==> config.mk <==
export PLATFORM = sky130hd
export DESIGN_NAME = uart_ctrl
export DESIGN_NICKNAME = d
export VERILOG_FILES = /design/src/core/uart_ctrl_pkg.sv /design/src/core/uart_ctrl.sv
export SDC_FILE = /design/constraint.sdc
export NUM_CORES = 1
export LEC_CHECK = 0
export BUFFER_PORTS_ARGS = -buffer_cell sky130_fd_sc_hd__buf_2
export CORE_UTILIZATION = 48
export DETAILED_ROUTE_END_ITERATION = 8
export HOLD_SLACK_MARGIN = 0.03
export PLACE_DENSITY_LB_ADDON = 0.08
export SLEW_MARGIN = 30
export SYNTH_ARGS = -nofsm -noshare
export SYNTH_HDL_FRONTEND = slang
export SYNTH_SLANG_ARGS = --single-unit
==> constraint.sdc <==
create_clock -name clk_sys -period 2.9 [get_ports clk_sys]
set_input_delay 0.58 -clock clk_sys [delete_from_list [all_inputs] [get_ports clk_sys]]
set_output_delay 0.58 -clock clk_sys [all_outputs]
set_load 0.01 [all_outputs]
==> src/core/uart_ctrl_pkg.sv <==
package uart_ctrl_pkg;
    // register byte offsets, one aligned word each
    localparam logic [3:0] OFF_FIFO_SETUP = 4'h0;
    localparam logic [3:0] OFF_IDENT = 4'h4;
    localparam logic [3:0] OFF_LINE_FORMAT = 4'h8;
    localparam logic [3:0] OFF_FORMAT_STATUS = 4'hC;

    // line_format_control fields
    localparam int LF_DIVISOR = 7;
    localparam int LF_BREAK = 6;
    localparam int LF_FORCE = 5;
    localparam int LF_EVEN = 4;
    localparam int LF_PAR_EN = 3;
    localparam int LF_STOP = 2;
    localparam logic [7:0] LINE_FORMAT_RST = 8'h00;

    // fifo_setup_control fields
    localparam int FS_ENABLE = 0;
    localparam int FS_TRIG_LO = 6;
    localparam logic [7:0] FIFO_SETUP_RST = 8'h00;
    localparam logic [7:0] FIFO_SETUP_KEEP = 8'hC1;

    // receive trigger thresholds in bytes
    localparam logic [4:0] TRIG_1 = 5'h01;
    localparam logic [4:0] TRIG_4 = 5'h04;
    localparam logic [4:0] TRIG_8 = 5'h08;
    localparam logic [4:0] TRIG_14 = 5'h0E;

    // identification codes, bits 3:0
    localparam logic [3:0] ID_LINE = 4'h6;
    localparam logic [3:0] ID_RX_DATA = 4'h4;
    localparam logic [3:0] ID_TIMEOUT = 4'hC;
    localparam logic [3:0] ID_THR_EMPTY = 4'h2;
    localparam logic [3:0] ID_MODEM = 4'h0;
    localparam logic [3:0] ID_NONE = 4'h1;

    // interrupt sources, index order is priority order
    localparam int NSRC = 5;
    localparam logic [2:0] SRC_LINE = 3'h0;
    localparam logic [2:0] SRC_RX_DATA = 3'h1;
    localparam logic [2:0] SRC_TIMEOUT = 3'h2;
    localparam logic [2:0] SRC_THR_EMPTY = 3'h3;
    localparam logic [2:0] SRC_MODEM = 3'h4;

    // stop length in half bit times
    localparam logic [2:0] STOP_ONE = 3'h2;
    localparam logic [2:0] STOP_ONE_HALF = 3'h3;
    localparam logic [2:0] STOP_TWO = 3'h4;
    localparam logic [3:0] WORD_MIN = 4'h5;

    typedef enum logic [1:0] {
        BUS_IDLE = 2'b01,
        BUS_ACK = 2'b10
    } bus_state_t;

    typedef struct packed {
        logic line_status;
        logic rx_timeout;
        logic thr_empty;
        logic modem_change;
    } irq_events_t;

    typedef struct packed {
        logic divisor_access;
        logic break_on;
        logic parity_en;
        logic parity_even;
        logic parity_forced;
        logic [3:0] word_bits;
        logic [2:0] stop_halves;
        logic fifo_en;
        logic [4:0] rx_threshold;
    } line_cfg_t;

    typedef struct packed {
        bus_state_t bus;
        logic ack;
        logic [31:0] rdat;
        logic [7:0] fifo_setup;
        logic [7:0] line_format;
        logic [NSRC-1:0] pending;
        logic cur_valid;
        logic [2:0] cur_src;
        logic rx_hit;
        logic tx_out;
        logic tx_parity;
        logic rx_parity_err;
    } state_t;
endpackage

==> src/core/uart_ctrl.sv <==
// Chosen here: the register addresses and the Wishbone slave port.
`timescale 1ns/1ps
// Overview of operation
// - trigger code maps to 1,4,8,14 bytes
// - four priority levels, highest pending reported
// - reported source held until serviced
// - read clears only reported source
// - line status: level 1, code 0110
// - data available: level 2, code 0100
// - receive timeout: level 2, code 1100
// - holding empty: level 3, code 0010
// - modem change: level 4, code 0000
// - bits 7:6 show FIFOs enabled
// - bit 0 low while interrupt pending
// - format bit 7 opens divisor access
// - format bit 6 holds transmit low
// - format bit 3 enables parity
// - format bit 4 selects even parity
// - forced parity is inverse of bit 4
// - bit 2 gives 1.5 or 2 stops
// - bits 1:0 give 5 to 8 bits
// - setup bit 0 enables both FIFOs
module uart_ctrl (
    input wire logic clk_sys,
    input wire logic rstn,
    input wire logic wb_cyc_i,
    input wire logic wb_stb_i,
    input wire logic wb_we_i,
    input wire logic [3:0] wb_adr_i,
    input wire logic [3:0] wb_sel_i,
    input wire logic [31:0] wb_dat_i,
    output logic [31:0] wb_dat_o,
    output logic wb_ack_o,
    input uart_ctrl_pkg::irq_events_t irq_events,
    input wire logic [4:0] rx_count,
    input wire logic tx_serial_in,
    input wire logic [7:0] tx_char,
    input wire logic [7:0] rx_char,
    input wire logic rx_parity_in,
    input wire logic rx_char_valid,
    output logic tx_line,
    output logic tx_parity,
    output logic rx_parity_err,
    output logic rx_data_available,
    output logic irq,
    output uart_ctrl_pkg::line_cfg_t line_cfg
);

    uart_ctrl_pkg::state_t r_reg;
    uart_ctrl_pkg::state_t r_next;
    logic [uart_ctrl_pkg::NSRC-1:0] ev;
    logic [uart_ctrl_pkg::NSRC-1:0] clr;
    logic access;
    logic id_read;
    logic hit;

    // first set bit wins, index order is priority order
    function automatic logic [2:0] prio_pick(input logic [uart_ctrl_pkg::NSRC-1:0] p);
        logic [2:0] s;
        s = uart_ctrl_pkg::SRC_MODEM;
        for (int i = uart_ctrl_pkg::NSRC - 1; i >= 0; i--)
        begin
            if (p[i])
            begin
                s = 3'(i);
            end
        end
        return s;
    endfunction

    function automatic logic [3:0] id_code(input logic [2:0] src);
        logic [3:0] c;
        case (src)
            uart_ctrl_pkg::SRC_LINE: c = uart_ctrl_pkg::ID_LINE;
            uart_ctrl_pkg::SRC_RX_DATA: c = uart_ctrl_pkg::ID_RX_DATA;
            uart_ctrl_pkg::SRC_TIMEOUT: c = uart_ctrl_pkg::ID_TIMEOUT;
            uart_ctrl_pkg::SRC_THR_EMPTY: c = uart_ctrl_pkg::ID_THR_EMPTY;
            default: c = uart_ctrl_pkg::ID_MODEM;
        endcase
        return c;
    endfunction

    // expected parity bit for a character under the given format
    function automatic logic parity_calc(input logic [7:0] data, input logic [7:0] lf);
        logic [7:0] mask;
        logic x;
        case (lf[1:0])
            2'h0: mask = 8'h1F;
            2'h1: mask = 8'h3F;
            2'h2: mask = 8'h7F;
            default: mask = 8'hFF;
        endcase
        x = ^(data & mask);
        if (lf[uart_ctrl_pkg::LF_FORCE])
        begin
            parity_calc = ~lf[uart_ctrl_pkg::LF_EVEN];
        end
        else
        begin
            parity_calc = lf[uart_ctrl_pkg::LF_EVEN] ? x : ~x;
        end
    endfunction

    // format decode straight from the stored registers
    always_comb
    begin
        line_cfg.divisor_access = r_reg.line_format[uart_ctrl_pkg::LF_DIVISOR];
        line_cfg.break_on = r_reg.line_format[uart_ctrl_pkg::LF_BREAK];
        line_cfg.parity_en = r_reg.line_format[uart_ctrl_pkg::LF_PAR_EN];
        line_cfg.parity_even = r_reg.line_format[uart_ctrl_pkg::LF_EVEN];
        line_cfg.parity_forced = r_reg.line_format[uart_ctrl_pkg::LF_FORCE];
        line_cfg.word_bits = uart_ctrl_pkg::WORD_MIN + {2'b00, r_reg.line_format[1:0]};
        if (!r_reg.line_format[uart_ctrl_pkg::LF_STOP])
        begin
            line_cfg.stop_halves = uart_ctrl_pkg::STOP_ONE;
        end
        else if (r_reg.line_format[1:0] == 2'h0)
        begin
            line_cfg.stop_halves = uart_ctrl_pkg::STOP_ONE_HALF;
        end
        else
        begin
            line_cfg.stop_halves = uart_ctrl_pkg::STOP_TWO;
        end
        line_cfg.fifo_en = r_reg.fifo_setup[uart_ctrl_pkg::FS_ENABLE];
        case (r_reg.fifo_setup[uart_ctrl_pkg::FS_TRIG_LO +: 2])
            2'h0: line_cfg.rx_threshold = uart_ctrl_pkg::TRIG_1;
            2'h1: line_cfg.rx_threshold = uart_ctrl_pkg::TRIG_4;
            2'h2: line_cfg.rx_threshold = uart_ctrl_pkg::TRIG_8;
            default: line_cfg.rx_threshold = uart_ctrl_pkg::TRIG_14;
        endcase
    end

    // without FIFOs one byte is enough to raise data available
    assign hit = line_cfg.fifo_en ? (rx_count >= line_cfg.rx_threshold) : (rx_count != 5'h00);
    assign access = wb_cyc_i && wb_stb_i && (r_reg.bus == uart_ctrl_pkg::BUS_IDLE);
    assign id_read = access && !wb_we_i && (wb_adr_i == uart_ctrl_pkg::OFF_IDENT);

    // source events; the timeout only exists with FIFOs on
    always_comb
    begin
        ev = '0;
        ev[uart_ctrl_pkg::SRC_LINE] = irq_events.line_status;
        ev[uart_ctrl_pkg::SRC_RX_DATA] = hit && !r_reg.rx_hit;
        ev[uart_ctrl_pkg::SRC_TIMEOUT] = irq_events.rx_timeout && line_cfg.fifo_en;
        ev[uart_ctrl_pkg::SRC_THR_EMPTY] = irq_events.thr_empty;
        ev[uart_ctrl_pkg::SRC_MODEM] = irq_events.modem_change;
        clr = '0;
        if (id_read && r_reg.cur_valid)
        begin
            clr[r_reg.cur_src] = 1'b1;
        end
    end

    // next state of the whole block
    always_comb
    begin
        r_next = r_reg;
        r_next.rx_hit = hit;
        // set wins over the read clear in the same cycle
        r_next.pending = (r_reg.pending & ~clr) | ev;
        if (id_read)
        begin
            r_next.cur_valid = 1'b0;
        end
        else if (!r_reg.cur_valid && (|r_reg.pending))
        begin
            // latch once, so a later source cannot replace the report
            r_next.cur_valid = 1'b1;
            r_next.cur_src = prio_pick(r_reg.pending);
        end
        // break overrides the serializer until software drops it
        r_next.tx_out = line_cfg.break_on ? 1'b0 : tx_serial_in;
        r_next.tx_parity = line_cfg.parity_en ? parity_calc(tx_char, r_reg.line_format) : 1'b0;
        if (rx_char_valid)
        begin
            r_next.rx_parity_err = line_cfg.parity_en &&
                (rx_parity_in != parity_calc(rx_char, r_reg.line_format));
        end
        case (r_reg.bus)
            uart_ctrl_pkg::BUS_IDLE:
            begin
                r_next.ack = 1'b0;
                if (access)
                begin
                    r_next.bus = uart_ctrl_pkg::BUS_ACK;
                    r_next.ack = 1'b1;
                    r_next.rdat = 32'h0000_0000;
                    if (wb_we_i && wb_sel_i[0])
                    begin
                        case (wb_adr_i)
                            uart_ctrl_pkg::OFF_LINE_FORMAT:
                                r_next.line_format = wb_dat_i[7:0];
                            uart_ctrl_pkg::OFF_FIFO_SETUP:
                            begin
                                // trigger only takes when enable is written as one
                                if (wb_dat_i[uart_ctrl_pkg::FS_ENABLE])
                                begin
                                    r_next.fifo_setup = wb_dat_i[7:0] &
                                        uart_ctrl_pkg::FIFO_SETUP_KEEP;
                                end
                                else
                                begin
                                    r_next.fifo_setup = uart_ctrl_pkg::FIFO_SETUP_RST;
                                end
                            end
                            default:
                                r_next.line_format = r_reg.line_format;
                        endcase
                    end
                    else if (!wb_we_i)
                    begin
                        case (wb_adr_i)
                            uart_ctrl_pkg::OFF_FIFO_SETUP:
                                r_next.rdat[7:0] = r_reg.fifo_setup;
                            uart_ctrl_pkg::OFF_IDENT:
                            begin
                                r_next.rdat[7:6] = {2{line_cfg.fifo_en}};
                                r_next.rdat[3:0] = r_reg.cur_valid ?
                                    id_code(r_reg.cur_src) : uart_ctrl_pkg::ID_NONE;
                            end
                            uart_ctrl_pkg::OFF_LINE_FORMAT:
                                r_next.rdat[7:0] = r_reg.line_format;
                            uart_ctrl_pkg::OFF_FORMAT_STATUS:
                                r_next.rdat[17:0] = {r_reg.rx_parity_err, r_reg.rx_hit,
                                    1'b0, line_cfg.stop_halves, line_cfg.word_bits,
                                    3'h0, line_cfg.rx_threshold};
                            default:
                                r_next.rdat = 32'h0000_0000;
                        endcase
                    end
                end
            end
            uart_ctrl_pkg::BUS_ACK:
            begin
                // ack drops the cycle after it was given
                r_next.ack = 1'b0;
                r_next.bus = uart_ctrl_pkg::BUS_IDLE;
            end
            default:
            begin
                r_next.ack = 1'b0;
                r_next.bus = uart_ctrl_pkg::BUS_IDLE;
            end
        endcase
    end

    // single register bank for all state
    always_ff @(posedge clk_sys or negedge rstn)
    begin
        if (!rstn)
        begin
            r_reg.bus <= uart_ctrl_pkg::BUS_IDLE;
            r_reg.ack <= 1'b0;
            r_reg.rdat <= 32'h0000_0000;
            r_reg.fifo_setup <= uart_ctrl_pkg::FIFO_SETUP_RST;
            r_reg.line_format <= uart_ctrl_pkg::LINE_FORMAT_RST;
            r_reg.pending <= '0;
            r_reg.cur_valid <= 1'b0;
            r_reg.cur_src <= 3'h0;
            r_reg.rx_hit <= 1'b0;
            r_reg.tx_out <= 1'b1;
            r_reg.tx_parity <= 1'b0;
            r_reg.rx_parity_err <= 1'b0;
        end
        else
        begin
            r_reg <= r_next;
        end
    end

    // outputs all come from flops, except line_cfg, which is decoded from them
    assign wb_dat_o = r_reg.rdat;
    assign wb_ack_o = r_reg.ack;
    assign tx_line = r_reg.tx_out;
    assign tx_parity = r_reg.tx_parity;
    assign rx_parity_err = r_reg.rx_parity_err;
    assign rx_data_available = r_reg.rx_hit;
    assign irq = r_reg.cur_valid;
endmodule

==> flow_metrics.py <==
metrics = {
    "global_routing": {
        "grt_pass1_wl_um": 7880,
        "grt_antenna_before_repair": 0,
        "grt_overflow": 0,
        "grt_max_degree": 28,
        "grt_pass1_vias": 1673,
        "grtUsageTotal": 0.188,
    },
    "setup_path": {
        "crit_top_cell": "inv_1",
        "rr_worst_depth": 8,
        "crit_path_end_kind": "primary output",
        "crit_required_ps": 2320,
        "slowest_stage": "dfrtp_1",
        "reg2reg_from": "r_reg[13]$_DFFE_PN0P_",
        "path_delay_family": "flip-flops",
        "critical_path_depth": 5,
        "cp.buffers_inverters": 3,
        "worst-setup-path-type": "flop to primary output",
        "r2r_end": "rx_parity_err$_DFFE_PN0P_",
        "worstPathCellList": "inv_1 > ha_1 > nand2b_1 > inv_1 > buf_2",
        "worstSetupStartpoint": "r_reg[13]$_DFFE_PN0P_",
        "start_kind": "flop",
        "critPathMaxStageDelay_ps": 440,
        "crit_path_end": "line_cfg[8]",
        "reg2reg_slack_ps": 900,
        "critical_path_arrival_ps": 1520,
        "worst-path-max-fanout": 5,
    },
    "finish": {
        "multi_input_area_um2": 1170,
        "n_antenna_cell": 0,
        "area_growth_pct": 15.4,
        "fin_area_um2": 2980,
        "fillCellCount": 499,
        "largest_reg_flops": 17,
        "final_layout_size_suffix_gt1_frac": 0.369,
        "nNetsFinal": 396,
        "utilization": 0.580,
        "register_area_um2": 1100,
    },
    "logic_synthesis": {
        "syn_area_per_cell_um2": 10.3,
        "synthFlopType": "dfrtp_1",
        "synthMuxAreaShare": 0.0630,
        "yosys.area.top_type": "dfrtp_1",
        "synthAdderAreaFrac": 0.0339,
        "yosys.area_share.simple": 0.155,
        "ys_ff_latch": 44,
        "synth_top_family_by_area": "simple AND/OR/NAND/NOR gates",
        "synth_compound_area_frac": 0.113,
        "netlist.area_leader.share": 0.407,
        "synth_xor_area_frac": 0.0625,
        "seq_area_frac_synth": 0.427,
        "netlist_top_cells_area": "dfrtp_1 (41%), buf_4 (11%), a22o_1 (3.7%)",
        "yosysWarnings": 0,
        "synthArstFlopShare": 1.00,
        "yosysUniqueCellTypes": 46,
        "syn_area_um2": 2580,
        "synth_cells": 251,
        "synth_edf_count": 0,
    },
    "clock_tree": {
        "postCtsHoldBufs": 0,
        "cts_setup_buffers": 0,
        "numCtsBuffers": 5,
        "clkSinkCount": 44,
        "h-tree-depth": 2,
        "clockBufferDepth": 2,
        "cts-root-buf": "clkbuf_8",
        "insertion_delay_ps": 290,
        "cts_tree": "yes",
        "ctsResizeCount": 0,
        "clk_pin_slew_worst_paths_ps": 80,
    },
    "placed_design": {
        "place_congestion": 0.792,
        "hpwlAfterDp_um": 3950,
        "postPlaceCellArea_um2": 2870,
        "portBuffers": 85,
    },
    "die": {
        "num_rows": 26,
        "fp.coreArea_um2": 5140,
        "die_w_um": 75.4,
        "start_util": 0.503,
        "ioPinCount": 129,
        "die_h_um": 75.4,
        "dieArea_um2": 5680,
    },
    "power_and_ir_drop": {
        "power.leakage_uw": 0.00158,
        "peakVddDrop_v": 0.000262,
        "power_density_nw_per_um2": 474,
        "power_uw": 1410,
    },
    "hold_path": {
        "hold_path_class": "input pin to async pin",
    },
    "routing": {
        "ant_nets": 0,
        "wire_per_inst_um": 12.9,
        "routed_wl_um": 4990,
        "firstDrtPassIters": 4,
        "drc_errors": 0,
        "routed_via_density": 4.83,
        "vias": 1869,
        "drt_iter0_drc": 76,
    },
    "sta": {
        "min_period_over_period": 0.723,
        "layout_min_cycle_time_ps": 2100,
        "setup_violations": 0,
        "whs_ps": 208,
        "hold_violations": 0,
        "fin_tns_setup_ps": 0,
        "report.final.slew_viol_count": 0,
        "fmax_mhz": 477,
        "rsz0062_at_grt": "no",
        "clock_skew_ps": 7.44,
    },
    "run_status": {
        "status": "finished, final reports clean",
    },
    "run": {
        "cap_violations": 0,
    },
}
==> placed cells by master, fill, tap and decap left out, types with 3 or more instances in the layout <==
cell      synthesis  layout
a21oi_1           4       4
mux2i_1           5       5
xnor2_2           4       4
o21ai_0          18      18
mux2_2            7       7
dfrtp_1          42      42
conb_1            1      16
ha_1              7       7
inv_1            13      13
a22o_1           11      11
xnor2_1           9       9
clkbuf_8          0       5
o22ai_1           3       3
and2_1            3       3
nand2b_1          7       7
nand3_1           4       4
nor3_1            4       4
nor2b_1           5       5
buf_2             2      85
nand2_1          20      20
nor2_1           11      11
==> metrics by stage <==
step	instances	setup WS [ps]
final	387	802
after global routing	387	674
after CTS	387	766
after detailed placement	379	736
after global placement	378	759
after floorplan	266	1020
==> worst min-delay path by stage <==
stage                            start                           to  depth (start not counted)
6_report                          rstn          r_reg[10]$_DFF_PN0_                          1
2_1_floorplan                     rstn              irq$_DFFE_PN0P_                          0
4_1_cts                           rstn        r_reg[13]$_DFFE_PN0P_                          1
3_3_place_gp   wb_dat_o[4]$_DFFE_PN0P_      wb_dat_o[4]$_DFFE_PN0P_                          2
5_1_grt                           rstn  rx_data_available$_DFF_PN0_                          1
3_5_place_dp   wb_dat_o[5]$_DFFE_PN0P_      wb_dat_o[5]$_DFFE_PN0P_                          2
==> kinds of logic (layout without fill, tap and decap cells) <==
family | after synthesis | count (layout)
AO/OA/AOI/OAI | 44 | 44
AND/OR/NAND/NOR | 67 | 67
flip-flops | 44 | 44
other | 1 | 16
multiplexers | 14 | 14
buffers and inverters | 59 | 110
adder cells (fa/ha/maj) | 7 | 7
XOR/XNOR | 15 | 15
==> synthesized netlist by cell type (2+ instances only) <==
library cell,n
dfstp_2,2
clkbuf_1,4
xor2_1,2
buf_2,2
o22ai_1,3
dfrtp_1,42
nor3_1,4
ha_1,7
nand3_1,4
buf_4,39
xnor2_2,4
mux2i_1,5
a22oi_1,2
mux2_2,7
nor2b_1,5
nand2b_1,7
xnor2_1,9
nor2_1,11
a22o_1,11
nand4_1,2
a21oi_1,4
and2_1,3
inv_1,13
o21ai_0,18
nand2_1,20
==> worst register-to-register path: stages (launching register included) <==
cell      delay, ps
dfrtp_1         440
inv_1           150
ha_1            230
and2b_1         210
xnor2_1         160
xnor2_1         150
xnor2_1         110
o2111a_1        230
a211o_1         220
==> routing by layer <==
metal  part of all wire  global-route usage
met3              0.058              0.0450
met2               0.44               0.282
met4              0.011              0.0535
met1               0.49               0.273
met5                  0                   0
==> power breakdown <==
group / total [uW] / switching, uW / internal [uW]
Clock: 466 / 211 / 255
Combinational: 271 / 145 / 126
Sequential: 678 / 31.9 / 646
==> area by class of cell <==
cell class                      count  share of cell area
Sequential cell                    44               0.370
Timing Repair Buffer               88               0.154
Tap cell                           70              0.0294
Clock buffer                        5              0.0231
Inverter                           14              0.0176
Multi-Input combinational cell    163               0.391
Clock inverter                      3              0.0143
Power figures use the tool's default switching activity.
